==> src/common/snd_pkg.sv <==
// Shared constants and carrier types for the nibble link transmitter and its diagnostics
package snd_pkg;
  // Clock and timing
  localparam int CLK_PERIOD_NS = 50;
  localparam int TICK_UNIT_NS = 500;
  localparam int TICK_UNIT_CYC = (TICK_UNIT_NS + CLK_PERIOD_NS - 1) / CLK_PERIOD_NS;
  localparam int LOGIC_TEST_MS = 10;
  localparam int LOGIC_TEST_CYC = LOGIC_TEST_MS * 1000000 / CLK_PERIOD_NS;
  localparam int RING_STEP_NS = 10000;
  localparam int RING_STEP_CYC = RING_STEP_NS / CLK_PERIOD_NS;
  localparam int RING_ELEMENTS = 32;
  localparam int RING_IDX_W = 5;
  localparam int ANGLE_W = 12;
  localparam int REG_W = 24;
  localparam int CFG_N = 8;

  // Register addresses
  localparam logic [7:0] ADDR_ANGLE = 8'h00;
  localparam logic [7:0] ADDR_ERR = 8'h04;
  localparam logic [7:0] ADDR_FAULT_REGISTER_B = 8'h05;
  localparam logic [7:0] ADDR_CTRL = 8'h08;
  localparam logic [7:0] ADDR_RING_SEL = 8'h0A;
  localparam logic [7:0] ADDR_RING_DATA = 8'h0B;
  localparam logic [7:0] CFG_ADDR [CFG_N] = '{8'h11, 8'h15, 8'h16, 8'h17, 8'h18, 8'h19, 8'h1E, 8'h1F};
  localparam logic [2:0] CFG_LINK = 3'h3;
  localparam logic [2:0] CFG_CUST_A = 3'h4;
  localparam logic [2:0] CFG_ERR_MASK = 3'h6;
  localparam logic [REG_W-1:0] CFG_RESET = 24'h000000;

  // Field positions
  localparam int CTRL_ERR_CLR_BIT = 0;
  localparam int CTRL_LOGIC_TEST_BIT = 3;
  localparam int CTRL_RING_TEST_BIT = 4;
  localparam int CTRL_LOGIC_PASS_BIT = 5;
  localparam int LINK_TICK_LSB = 2;
  localparam int LINK_TICK_W = 6;
  localparam int LINK_DATA_MODE_BIT = 11;
  localparam int LINK_SERIAL_BIT = 14;
  localparam int LINK_PAUSE_BIT = 20;
  localparam int WEAK_LIMIT_LSB = 0;
  localparam int UV_OUT_BIT = 2;

  // Error flag layout
  localparam int ERR_SUPPLY = 0;
  localparam int ERR_WEAK = 1;
  localparam int ERR_INTERNAL = 2;
  localparam int ERR_TEMP = 4;
  localparam int ERR_ECC_CORR = 5;
  localparam int ERR_ECC_DET = 6;
  localparam logic [6:0] ERR_RESET = 7'h01;
  localparam int FAULT_REGISTER_B_RING = 3;
  localparam int FAULT_REGISTER_B_LOGIC = 4;
  localparam logic [6:0] FAULT_REGISTER_B_RESET = 7'h00;

  // Frame timing in ticks
  localparam logic [8:0] NIB_LOW_TICKS = 9'h005;
  localparam logic [8:0] NIB_BASE_TICKS = 9'h00C;
  localparam logic [8:0] SYNC_TICKS = 9'h038;
  localparam logic [8:0] FRAME_TICKS = 9'h12C;
  localparam logic [2:0] DATA_LAST_SHORT = 3'h2;
  localparam logic [2:0] DATA_LAST_LONG = 3'h5;

  localparam logic [3:0] CRC_SEED = 4'h5;
  localparam logic [3:0] CRC_POLY = 4'hD;
  localparam logic [15:0] LFSR_SEED = 16'hACE1;
  localparam logic [11:0] RING_TOL = 12'h010;

  typedef enum logic [2:0] {FR_SYNC, FR_STATUS, FR_DATA, FR_CRC, FR_PAUSE} snd_frame_e;

  typedef struct packed {
    logic [7:0] addr;
    logic [REG_W-1:0] wdata;
    logic wr;
    logic rd;
  } snd_reg_req_s;

  typedef struct packed {
    logic supply_lost;
    logic undervolt;
    logic temp_bad;
    logic logic_fault;
  } snd_pins_s;
endpackage

==> src/hw/snd_crc4.sv <==
// Nibble-serial four-bit checksum for the link frame
`timescale 1ns/1ps
module snd_crc4 (
  input wire logic ref_clk,
  input wire logic nrst,
  input wire logic start,
  input wire logic feed,
  input wire logic [3:0] nib,
  output logic [3:0] crc
);
  logic [3:0] crc_q;

  function automatic logic [3:0] crc_step(input logic [3:0] c, input logic [3:0] n);
    logic [3:0] r;
    r = c;
    for (int i = 0; i < 4; i++) begin
      if (r[3]) begin
        r = {r[2:0], 1'b0} ^ snd_pkg::CRC_POLY;
      end else begin
        r = {r[2:0], 1'b0};
      end
    end
    return r ^ n;
  endfunction

  always_ff @(posedge ref_clk or negedge nrst) begin
    if (!nrst) begin
      crc_q <= snd_pkg::CRC_SEED;
    end else if (start) begin
      crc_q <= crc_step(snd_pkg::CRC_SEED, nib);
    end else if (feed) begin
      crc_q <= crc_step(crc_q, nib);
    end
  end

  // Augment with a zero nibble so a trailing error still changes the result
  assign crc = crc_step(crc_q, 4'h0);
endmodule // snd_crc4

==> src/hw/snd_ring_mem.sv <==
// Store of per-element angle results from the sensing ring sweep
`timescale 1ns/1ps
module snd_ring_mem (
  input wire logic ref_clk,
  input wire logic nrst,
  input wire logic wr_en,
  input wire logic [4:0] wr_addr,
  input wire logic [11:0] wr_data,
  input wire logic [4:0] rd_addr,
  output logic [11:0] rd_data_q
);
  logic [11:0] mem [snd_pkg::RING_ELEMENTS];

  always_ff @(posedge ref_clk) begin
    if (wr_en) begin
      mem[wr_addr] <= wr_data;
    end
  end

  always_ff @(posedge ref_clk or negedge nrst) begin
    if (!nrst) begin
      rd_data_q <= 12'h000;
    end else begin
      rd_data_q <= mem[rd_addr];
    end
  end
endmodule // snd_ring_mem

==> src/hw/snd_top.sv <==
// Nibble link frame transmitter with self-test and error flag logic
`timescale 1ns/1ps
module snd_top #(
  parameter int unsigned LOGIC_TEST_CYCLES = snd_pkg::LOGIC_TEST_CYC
) (
  input wire logic ref_clk,
  input wire logic nrst,
  input snd_pkg::snd_reg_req_s reg_req,
  output logic [23:0] reg_rdata_q,
  output logic reg_rvalid_q,
  input snd_pkg::snd_pins_s pins,
  input wire logic [11:0] angle_in,
  input wire logic [11:0] field_level,
  input wire logic ecc_detected,
  input wire logic ecc_corrected,
  input wire logic ring_req_link,
  output logic ring_bias_en_q,
  output logic [4:0] ring_bias_sel_q,
  output logic test_busy_q,
  output logic link_out_q
);
  localparam int NPIN = 4;

  logic [NPIN-1:0] pin_vec, pin_sync;
  logic supply_lost_s, undervolt_s, temp_bad_s, logic_fault_s;
  logic [23:0] cfg_q [snd_pkg::CFG_N];
  logic [3:0] wr_slot, rd_slot;
  logic [23:0] link_cfg, cust_a, err_mask;
  logic ctrl_wr, err_clr;
  logic [6:0] err_q, fault_register_b_q, err_set, fault_register_b_set;
  logic [9:0] tick_len, tick_cnt_q;
  logic tick_stb, nib_end;
  snd_pkg::snd_frame_e state_q;
  logic [8:0] nib_tick_q, nib_len, frame_tick_q, pause_len_q;
  logic [3:0] nib_val_q, status_d, ser_cnt_q, crc_val;
  logic [2:0] data_idx_q, data_last;
  logic long_mode_q, sync_end, any_err;
  logic [23:0] snap_q;
  logic [15:0] ser_word;
  logic lt_start, lt_busy_q, lt_fail_q, lt_done_q, lt_pass_q;
  logic [17:0] lt_cnt_q;
  logic [15:0] lfsr_a_q, lfsr_b_q;
  logic rt_start, ring_wr, angle_bad;
  logic [7:0] rt_step_q;
  logic [11:0] angle_diff;
  logic [4:0] ring_rd_sel_q;
  logic [11:0] ring_rd_data;
  logic [23:0] rd_val;

  function automatic logic [3:0] cfg_slot(input logic [7:0] a);
    cfg_slot = 4'h0;
    for (int i = 0; i < snd_pkg::CFG_N; i++) begin
      if (a == snd_pkg::CFG_ADDR[i]) begin
        cfg_slot = {1'b1, 3'(i)};
      end
    end
  endfunction

  function automatic logic [3:0] nib_of(input logic [23:0] d, input logic [2:0] idx);
    return d[5'(23 - 4 * int'(idx)) -: 4];
  endfunction

  function automatic logic [15:0] lfsr_step(input logic [15:0] s);
    return {s[14:0], s[15] ^ s[13] ^ s[12] ^ s[10]};
  endfunction

  // Asynchronous pins are brought in through two flip-flops each
  assign pin_vec = pins;
  genvar gi;
  generate
    for (gi = 0; gi < NPIN; gi++) begin : g_sync
      logic s1_q, s2_q;
      always_ff @(posedge ref_clk or negedge nrst) begin
        if (!nrst) begin
          s1_q <= 1'b0;
          s2_q <= 1'b0;
        end else begin
          s1_q <= pin_vec[gi];
          s2_q <= s1_q;
        end
      end
      assign pin_sync[gi] = s2_q;
    end
  endgenerate
  assign supply_lost_s = pin_sync[3];
  assign undervolt_s = pin_sync[2];
  assign temp_bad_s = pin_sync[1];
  assign logic_fault_s = pin_sync[0];

  // Configuration registers
  assign wr_slot = cfg_slot(reg_req.addr);
  assign rd_slot = wr_slot;
  always_ff @(posedge ref_clk or negedge nrst) begin
    if (!nrst) begin
      for (int i = 0; i < snd_pkg::CFG_N; i++) begin
        cfg_q[i] <= snd_pkg::CFG_RESET;
      end
    end else if (reg_req.wr && wr_slot[3]) begin
      cfg_q[wr_slot[2:0]] <= reg_req.wdata;
    end
  end
  assign link_cfg = cfg_q[snd_pkg::CFG_LINK];
  assign cust_a = cfg_q[snd_pkg::CFG_CUST_A];
  assign err_mask = cfg_q[snd_pkg::CFG_ERR_MASK];

  // Error flags: sticky, a set in the clear cycle survives
  assign ctrl_wr = reg_req.wr && (reg_req.addr == snd_pkg::ADDR_CTRL);
  assign err_clr = ctrl_wr && reg_req.wdata[snd_pkg::CTRL_ERR_CLR_BIT];
  always_comb begin
    err_set = 7'h00;
    err_set[snd_pkg::ERR_SUPPLY] = supply_lost_s;
    err_set[snd_pkg::ERR_WEAK] = field_level[11:4] < cust_a[snd_pkg::WEAK_LIMIT_LSB +: 8];
    err_set[snd_pkg::ERR_INTERNAL] = logic_fault_s || (state_q == snd_pkg::FR_DATA && data_idx_q > data_last);
    err_set[snd_pkg::ERR_TEMP] = temp_bad_s;
    err_set[snd_pkg::ERR_ECC_CORR] = ecc_corrected;
    err_set[snd_pkg::ERR_ECC_DET] = ecc_detected;
    fault_register_b_set = 7'h00;
    fault_register_b_set[snd_pkg::FAULT_REGISTER_B_RING] = ring_wr && angle_bad;
    fault_register_b_set[snd_pkg::FAULT_REGISTER_B_LOGIC] = lt_done_q && lt_fail_q;
  end
  always_ff @(posedge ref_clk or negedge nrst) begin
    if (!nrst) begin
      err_q <= snd_pkg::ERR_RESET;
      fault_register_b_q <= snd_pkg::FAULT_REGISTER_B_RESET;
    end else begin
      err_q <= (err_clr ? 7'h00 : err_q) | err_set;
      fault_register_b_q <= (err_clr ? 7'h00 : fault_register_b_q) | fault_register_b_set;
    end
  end

  // Tick divider: period is (field + 1) base units
  assign tick_len = 10'((10'(link_cfg[snd_pkg::LINK_TICK_LSB +: snd_pkg::LINK_TICK_W]) + 10'h001)
                    * 10'(snd_pkg::TICK_UNIT_CYC));
  assign tick_stb = tick_cnt_q >= tick_len - 10'h001;
  always_ff @(posedge ref_clk or negedge nrst) begin
    if (!nrst) begin
      tick_cnt_q <= 10'h000;
    end else begin
      tick_cnt_q <= tick_stb ? 10'h000 : tick_cnt_q + 10'h001;
    end
  end

  // Nibble length in ticks for the current frame part
  always_comb begin
    case (state_q)
      snd_pkg::FR_SYNC: nib_len = snd_pkg::SYNC_TICKS;
      snd_pkg::FR_PAUSE: nib_len = pause_len_q;
      default: nib_len = snd_pkg::NIB_BASE_TICKS + {5'h00, nib_val_q};
    endcase
  end
  assign nib_end = tick_stb && (nib_tick_q == nib_len - 9'h001);
  assign sync_end = nib_end && (state_q == snd_pkg::FR_SYNC);
  assign data_last = long_mode_q ? snd_pkg::DATA_LAST_LONG : snd_pkg::DATA_LAST_SHORT;

  // Status nibble: error summary, self-test busy, serial channel
  assign any_err = |(err_q & ~err_mask[6:0]);
  assign ser_word = {2'h0, fault_register_b_q[4:3], 5'h00, err_q};
  always_comb begin
    status_d = {2'h0, test_busy_q, any_err};
    if (link_cfg[snd_pkg::LINK_SERIAL_BIT]) begin
      status_d[3] = ser_cnt_q == 4'h0;
      status_d[2] = ser_word[4'hF - ser_cnt_q];
    end
  end

  // Frame sequencer
  always_ff @(posedge ref_clk or negedge nrst) begin
    if (!nrst) begin
      state_q <= snd_pkg::FR_SYNC;
      nib_tick_q <= 9'h000;
      nib_val_q <= 4'h0;
      data_idx_q <= 3'h0;
    end else if (tick_stb) begin
      if (!nib_end) begin
        nib_tick_q <= nib_tick_q + 9'h001;
      end else begin
        nib_tick_q <= 9'h000;
        case (state_q)
          snd_pkg::FR_SYNC: begin
            state_q <= snd_pkg::FR_STATUS;
            nib_val_q <= status_d;
          end
          snd_pkg::FR_STATUS: begin
            state_q <= snd_pkg::FR_DATA;
            data_idx_q <= 3'h0;
            nib_val_q <= nib_of(snap_q, 3'h0);
          end
          snd_pkg::FR_DATA: begin
            if (data_idx_q >= data_last) begin
              state_q <= snd_pkg::FR_CRC;
              nib_val_q <= crc_val;
            end else begin
              data_idx_q <= data_idx_q + 3'h1;
              nib_val_q <= nib_of(snap_q, data_idx_q + 3'h1);
            end
          end
          snd_pkg::FR_CRC: state_q <= link_cfg[snd_pkg::LINK_PAUSE_BIT] ? snd_pkg::FR_PAUSE : snd_pkg::FR_SYNC;
          snd_pkg::FR_PAUSE: state_q <= snd_pkg::FR_SYNC;
          default: state_q <= snd_pkg::FR_SYNC;
        endcase
      end
    end
  end

  // Pause fills the frame out to a constant length
  always_ff @(posedge ref_clk or negedge nrst) begin
    if (!nrst) begin
      frame_tick_q <= 9'h000;
      pause_len_q <= 9'h000;
    end else if (tick_stb) begin
      if (nib_end && (state_q == snd_pkg::FR_PAUSE || (state_q == snd_pkg::FR_CRC &&
          !link_cfg[snd_pkg::LINK_PAUSE_BIT]))) begin
        frame_tick_q <= 9'h000;
      end else begin
        frame_tick_q <= frame_tick_q + 9'h001;
      end
      if (nib_end && state_q == snd_pkg::FR_CRC) begin
        pause_len_q <= snd_pkg::FRAME_TICKS - frame_tick_q - 9'h001;
      end
    end
  end

  // Angle and optional field word are frozen for the whole frame
  always_ff @(posedge ref_clk or negedge nrst) begin
    if (!nrst) begin
      snap_q <= 24'h000000;
      long_mode_q <= 1'b0;
      ser_cnt_q <= 4'h0;
    end else if (sync_end) begin
      long_mode_q <= link_cfg[snd_pkg::LINK_DATA_MODE_BIT];
      snap_q <= {angle_in, link_cfg[snd_pkg::LINK_DATA_MODE_BIT] ? field_level : 12'h000};
      ser_cnt_q <= link_cfg[snd_pkg::LINK_SERIAL_BIT] ? ser_cnt_q + 4'h1 : 4'h0;
    end
  end

  snd_crc4 u_crc (
    .ref_clk(ref_clk),
    .nrst(nrst),
    .start(sync_end),
    .feed(nib_end && (state_q == snd_pkg::FR_STATUS || (state_q == snd_pkg::FR_DATA && data_idx_q < data_last))),
    .nib(sync_end ? status_d : nib_of(snap_q, state_q == snd_pkg::FR_STATUS ? 3'h0 : data_idx_q + 3'h1)),
    .crc(crc_val)
  );

  // Line is low for the first five ticks of every nibble
  always_ff @(posedge ref_clk or negedge nrst) begin
    if (!nrst) begin
      link_out_q <= 1'b1;
    end else begin
      link_out_q <= nib_tick_q >= snd_pkg::NIB_LOW_TICKS;
    end
  end

  // Logic self-test: twin LFSRs must agree for the whole run
  assign lt_start = ctrl_wr && reg_req.wdata[snd_pkg::CTRL_LOGIC_TEST_BIT] && !lt_busy_q;
  always_ff @(posedge ref_clk or negedge nrst) begin
    if (!nrst) begin
      lt_busy_q <= 1'b0;
      lt_fail_q <= 1'b0;
      lt_done_q <= 1'b0;
      lt_pass_q <= 1'b0;
      lt_cnt_q <= 18'h00000;
      lfsr_a_q <= snd_pkg::LFSR_SEED;
      lfsr_b_q <= snd_pkg::LFSR_SEED;
    end else begin
      lt_done_q <= 1'b0;
      if (lt_start) begin
        lt_busy_q <= 1'b1;
        lt_fail_q <= 1'b0;
        lt_cnt_q <= 18'h00000;
        lfsr_a_q <= snd_pkg::LFSR_SEED;
        lfsr_b_q <= snd_pkg::LFSR_SEED;
      end else if (lt_busy_q) begin
        lfsr_a_q <= lfsr_step(lfsr_a_q);
        lfsr_b_q <= lfsr_step(lfsr_b_q);
        lt_fail_q <= lt_fail_q || (lfsr_a_q != lfsr_b_q) || logic_fault_s;
        lt_cnt_q <= lt_cnt_q + 18'h00001;
        if (lt_cnt_q == 18'(LOGIC_TEST_CYCLES - 1)) begin
          lt_busy_q <= 1'b0;
          lt_done_q <= 1'b1;
          lt_pass_q <= !lt_fail_q;
        end
      end
    end
  end

  // Ring sweep: one bias step per element, one stored angle per step
  assign rt_start = ((ctrl_wr && reg_req.wdata[snd_pkg::CTRL_RING_TEST_BIT]) || ring_req_link)
                    && !ring_bias_en_q;
  assign ring_wr = ring_bias_en_q && (rt_step_q == 8'(snd_pkg::RING_STEP_CYC - 1));
  assign angle_diff = angle_in - {ring_bias_sel_q, 7'h00};
  assign angle_bad = angle_diff > snd_pkg::RING_TOL && angle_diff < (12'h000 - snd_pkg::RING_TOL);
  always_ff @(posedge ref_clk or negedge nrst) begin
    if (!nrst) begin
      ring_bias_en_q <= 1'b0;
      ring_bias_sel_q <= 5'h00;
      rt_step_q <= 8'h00;
    end else if (rt_start) begin
      ring_bias_en_q <= 1'b1;
      ring_bias_sel_q <= 5'h00;
      rt_step_q <= 8'h00;
    end else if (ring_bias_en_q) begin
      rt_step_q <= ring_wr ? 8'h00 : rt_step_q + 8'h01;
      if (ring_wr) begin
        if (ring_bias_sel_q == 5'(snd_pkg::RING_ELEMENTS - 1)) begin
          ring_bias_en_q <= 1'b0;
        end else begin
          ring_bias_sel_q <= ring_bias_sel_q + 5'h01;
        end
      end
    end
  end

  snd_ring_mem u_ring_mem (
    .ref_clk(ref_clk),
    .nrst(nrst),
    .wr_en(ring_wr),
    .wr_addr(ring_bias_sel_q),
    .wr_data(angle_in),
    .rd_addr(ring_rd_sel_q),
    .rd_data_q(ring_rd_data)
  );

  always_ff @(posedge ref_clk or negedge nrst) begin
    if (!nrst) begin
      test_busy_q <= 1'b0;
      ring_rd_sel_q <= 5'h00;
    end else begin
      test_busy_q <= lt_busy_q || ring_bias_en_q;
      if (reg_req.wr && reg_req.addr == snd_pkg::ADDR_RING_SEL) begin
        ring_rd_sel_q <= reg_req.wdata[4:0];
      end
    end
  end

  // Read side; unmapped addresses read zero, except bit 2, which undervolt sets on any read
  always_comb begin
    rd_val = 24'h000000;
    case (reg_req.addr)
      snd_pkg::ADDR_ANGLE: rd_val = {11'h000, angle_in, 1'b0};
      snd_pkg::ADDR_ERR: rd_val = {17'h00000, err_q};
      snd_pkg::ADDR_FAULT_REGISTER_B: rd_val = {17'h00000, fault_register_b_q};
      snd_pkg::ADDR_CTRL: rd_val = {18'h00000, lt_pass_q, ring_bias_en_q, lt_busy_q, 3'h0};
      snd_pkg::ADDR_RING_SEL: rd_val = {19'h00000, ring_rd_sel_q};
      snd_pkg::ADDR_RING_DATA: rd_val = {12'h000, ring_rd_data};
      default: rd_val = rd_slot[3] ? cfg_q[rd_slot[2:0]] : 24'h000000;
    endcase
  end

  always_ff @(posedge ref_clk or negedge nrst) begin
    if (!nrst) begin
      reg_rdata_q <= 24'h000000;
      reg_rvalid_q <= 1'b0;
    end else begin
      reg_rvalid_q <= reg_req.rd;
      if (reg_req.rd) begin
        reg_rdata_q <= rd_val;
        reg_rdata_q[snd_pkg::UV_OUT_BIT] <= rd_val[snd_pkg::UV_OUT_BIT] | undervolt_s;
      end
    end
  end
endmodule // snd_top

==> config.mk <==
export PLATFORM = sky130hd
export DESIGN_NAME = snd_top
export DESIGN_NICKNAME = d
export VERILOG_FILES = /design/src/common/snd_pkg.sv /design/src/hw/snd_crc4.sv /design/src/hw/snd_ring_mem.sv /design/src/hw/snd_top.sv
export SDC_FILE = /design/constraint.sdc
export NUM_CORES = 1
export LEC_CHECK = 0
export BUFFER_PORTS_ARGS = -buffer_cell sky130_fd_sc_hd__buf_2
export CORE_ASPECT_RATIO = 1.25
export CORE_MARGIN = 3
export CORE_UTILIZATION = 62
export CTS_CLUSTER_DIAMETER = 40
export DETAILED_ROUTE_END_ITERATION = 6
export GPL_TIMING_DRIVEN = 0
export PLACE_DENSITY_LB_ADDON = 0.05
export SYNTH_ARGS = -nofsm -noshare
export SYNTH_HDL_FRONTEND = slang
export SYNTH_SLANG_ARGS = --single-unit
==> constraint.sdc <==
create_clock -name ref_clk -period 5.89 [get_ports ref_clk]
set_input_delay 1.178 -clock ref_clk [delete_from_list [all_inputs] [get_ports ref_clk]]
set_output_delay 1.178 -clock ref_clk [all_outputs]
set_load 0.03 [all_outputs]
==> metrics.md <==
| Metric | Value |
|---|---|
| Status | finished, final reports clean |
| Fraction of layout instances using a drive strength above 1 | 0.234 |
| Synth Instances | 2477 |
| Total internal power | roughly 9900 uW |
| # IOs | 100 |
| Vias per cell | 6.17 |
| Worst Path Max Fanout | 16 |
| H-tree levels | 3 |
| Gr usage total | 0.295 |
| Synth warn | 0 |
| Total CTS buffers | 96 |
| Max Clk Rate | 187 MHz |
| Number of global-route vias before repair | 22100 |
| Syn Nets | around 2600 |
| Ranking of synthesized cells by area | edfxtp_1 34%, dfrtp_1 27%, mux4_2 8.2% |
| Area leader, netlist | edfxtp_1 |
| Sequential power share | 0.474 |
| Busiest grt layer | met2 |
| Multi-input logic area | roughly 12000 um^2 |
| Tightest Hold Check Type | flop to flop |
| Crit path arrival time | 5.86 ns |
| WP data required | roughly 6.4 ns |
| Max Cap Viol | 0 |
| Number of flops mapped to enable cells by yosys | 384 |
| Longest Clk Path Bufs | 3 |
| Port-buffer cells | 96 |
| Final setup vio count | 0 |
| Sum Neg Setup Slack | 0 ns |
| Clock-pin slew on the worst setup and hold paths | 0.06 ns |
| CTS tree | done |
| Clock power frac | 0.439 |
| Slew Viols, Final | 0 |
| Vias post-DR | 21500 |
| Post-route cell area | 39000 um^2 |
| Die width | 216 um |
| Post-DP HPWL | 57.7 mm |
| Clock sink total | just under 800 |
| Post-layout minimum cycle time | 5.36 ns |
| Final core occ | 0.720 |
| Post-Syn Area | about 34000 um^2 |
| Die ar. | 58200 um^2 |
| Register bit total from synthesis | 776 |
| Max Clock Skew | between 0.03 and 0.04 ns |
| PD cells | 339 nW/um^2 |
| Setup CP Type | flop to flop |
| WL final | 84.4 mm |
| Resized Gates After CTS | 0 |
| Comb pwr share | 0.087 |
| Sw Pwr | 3320 uW |
| Core area | 54200 um^2 |
| Latest clock arrival within the worst-skew pair | 0.65 ns |
| Initial antenna violation count | 4 |
| Post-route DRC | 0 |
| Drt pass-1 iters | 5 |
| Fillers | around 3700 |
| DR WL/cell | roughly 24 um |
| Storage cell area | 21400 um^2 |
| Post-CTS Hold Buffers | 0 |
| Synth top area share | 0.336 |
| Die span in y | between 200 and 300 um |
| CTS root buf | clkbuf_16 |
| Register area share after synthesis | 0.623 |
| Initial core utilization | 0.633 |
| Placement Cell Area | 35800 um^2 |
| Post-DRT Antenna Nets | 0 |
| Post-synthesis cell type count | 77 |
| Final hold violations | 0 |
| Crit share post-route | 0.909 |
| Net count, final | 2792 |
| Rel. slew slack | 0.0735 |
| RSZ-0062 raised after global routing | no |
| Post-CTS Setup Bufs | 0 |
| Pleak | 0.0154 uW |
| Critical path launch point type | flop |
| CP endpoint kind | flop |
| Pre-CTS setup slack | 0.454 ns |
| M2 GR Usage | 0.518 |
| M1 GR Usage | 0.365 |
| GPL Wtd Cong | 0.857 |
| First-pass GRT wire length | ~130 mm |
| Ys async rst share | 0.505 |
| Area grow syn2layout | 13.7% |
| Overflow after GRT | 0 |
| Switching part of the total power | 0.251 |
| Met3 layer usage reported by global route | 0.0452 |
| Hold Slack | 0.349 ns |
| Largest net degree at the start of global routing | 113 |
| Avg Inst Size Synth | ~14 um^2 |
| Commonest register cell after synthesis | edfxtp_1 |
| Max VDD drop | 0.328 mV |
| Initial DRC count | around 1700 |
| Tightest Pin Transition | 1.38 ns |
| Min setup slack post-route | 0.533 ns |
| Rows | 95 |
==> critical path, cell delays in order (launching register included) <==
cell,delay [ns]
dfrtp_1,0.44
ha_1,0.31
nand3_1,0.12
xnor2_1,0.17
ha_1,0.33
inv_1,0.07
fa_1,0.46
xor2_1,0.26
nand3_1,0.15
nor3_1,0.31
xnor2_1,0.18
xnor2_1,0.18
ha_1,0.22
a2111o_1,0.13
a21oi_2,0.07
a2111oi_2,0.32
o2111a_1,0.31
nand3_4,0.24
nor3_4,0.55
mux2_2,0.40
==> stage by stage <==
step | cells | total power [uW]
after floorplan | 2477 | 7060
after global placement | 3300 | 7440
after detailed placement | 3303 | 7500
after CTS | 3478 | 13300
after global routing | 3480 | 13700
final | 3480 | 13200
==> cell usage in the layout, fill, tap and decap left out, types with 12 or more instances in the layout <==
master / n
ha_1: 50
and3_1: 29
clkbuf_1: 117
nor2_1: 120
inv_1: 75
nand4_1: 22
xor2_1: 46
a31oi_1: 17
nand3_1: 141
clkbuf_16: 100
buf_2: 97
and2_1: 12
buf_1: 22
nor2b_1: 13
a22o_1: 14
a21oi_1: 53
mux4_2: 125
o21ai_0: 56
o22ai_1: 19
dfrtp_1: 372
mux2_2: 222
nand2_1: 298
edfxtp_1: 384
dfstp_2: 20
xnor2_1: 46
a21o_1: 19
mux2i_1: 26
nor3_1: 17
==> cell usage after synthesis, types with 7 or more instances <==
| cell | n |
|---|---|
| buf_1 | 23 |
| ha_1 | 50 |
| nor2b_1 | 13 |
| nor4_1 | 8 |
| a21o_1 | 19 |
| o2111ai_1 | 10 |
| clkbuf_1 | 105 |
| a31oi_1 | 17 |
| edfxtp_1 | 384 |
| a22o_1 | 14 |
| dfstp_2 | 20 |
| nand4_1 | 22 |
| a22oi_1 | 10 |
| o211ai_1 | 9 |
| xor2_1 | 46 |
| and2_1 | 12 |
| mux2_2 | 222 |
| o21ai_0 | 56 |
| xnor2_1 | 46 |
| nand2b_1 | 10 |
| nand3_1 | 141 |
| a21oi_1 | 54 |
| o22ai_1 | 19 |
| dfrtp_1 | 372 |
| or3_1 | 7 |
| and3_1 | 29 |
| nor2_1 | 120 |
| mux2i_1 | 26 |
| inv_1 | 75 |
| nand2_1 | 298 |
| nor3_1 | 17 |
| mux4_2 | 125 |
| nor3b_1 | 9 |
==> path summary, 6_finish.rpt <==
check / start / to / slack [ns] / cells after the start
max in group asynchronous: nrst / lfsr_b_q[0] / 3.37 / 4
worst min-delay path: g_sync[3].s1_q / g_sync[3].s2_q / 0.35 / 0
min in group asynchronous: nrst / pause_len_q[4] / 0.55 / 1
worst min register to register: g_sync[3].s1_q / g_sync[3].s2_q / 0.35 / 0
worst max register to register: link_cfg[3] / pause_len_q[1] / 0.53 / 19
worst max-delay path: link_cfg[3] / pause_len_q[1] / 0.53 / 19
==> cells by family (layout without fill, tap and decap cells) <==
kind of cell    count (synthesis)  after routing  share of synthesized area
fa+ha+maj                      52             52                     0.0194
mux                           373            373                      0.162
simple gates                  716            716                     0.0977
compound gates                260            260                     0.0508
other cells                     0              3                          0
buf+inv                       208            481                     0.0235
xor+xnor                       92             92                     0.0235
flops                         776            776                      0.623
==> power by group through the flow <==
stage / Clock (uW) / Combinational (uW) / Sequential [uW]
floorplan: 0 / 741 / 6310
global placement: 0 / 1100 / 6340
detailed placement: 0 / 1150 / 6350
CTS: 5860 / 1160 / 6250
global route: 6090 / 1280 / 6290
finish: 5800 / 1160 / 6260
==> registers in the layout, summed over array words and instances (netlist names), 9 cells and up <==
name / count
u_ring_mem.mem: 384
cfg_q: 120
cust_a: 24
err_mask: 24
link_cfg: 24
reg_rdata_q: 24
lt_cnt_q: 18
lfsr_a_q: 16
lfsr_b_q: 16
snap_q: 16
u_ring_mem.rd_data_q: 12
tick_cnt_q: 10
frame_tick_q: 9
nib_tick_q: 9
pause_len_q: 9
==> cell type report <==
class / instances / share of cell area
diodes: 3 / 0.000192
plain buffers: 132 / 0.0133
clock buffers: 117 / 0.0671
clock inverters: 58 / 0.0150
inverters: 75 / 0.00722
multi-input cells: 1493 / 0.311
flip-flops and latches: 776 / 0.548
well taps: 727 / 0.0233
repair buffers: 99 / 0.0147
==> per-layer routing <==
layer	wire length, um	vias up	part of all wire
met2	43500	737	0.52
met1	32000	11000	0.38
met3	5060	190	0.060
met5	13	-	0.00015
met4	3850	2	0.046
li1	-	9584	-
Power figures use the tool's default switching activity.
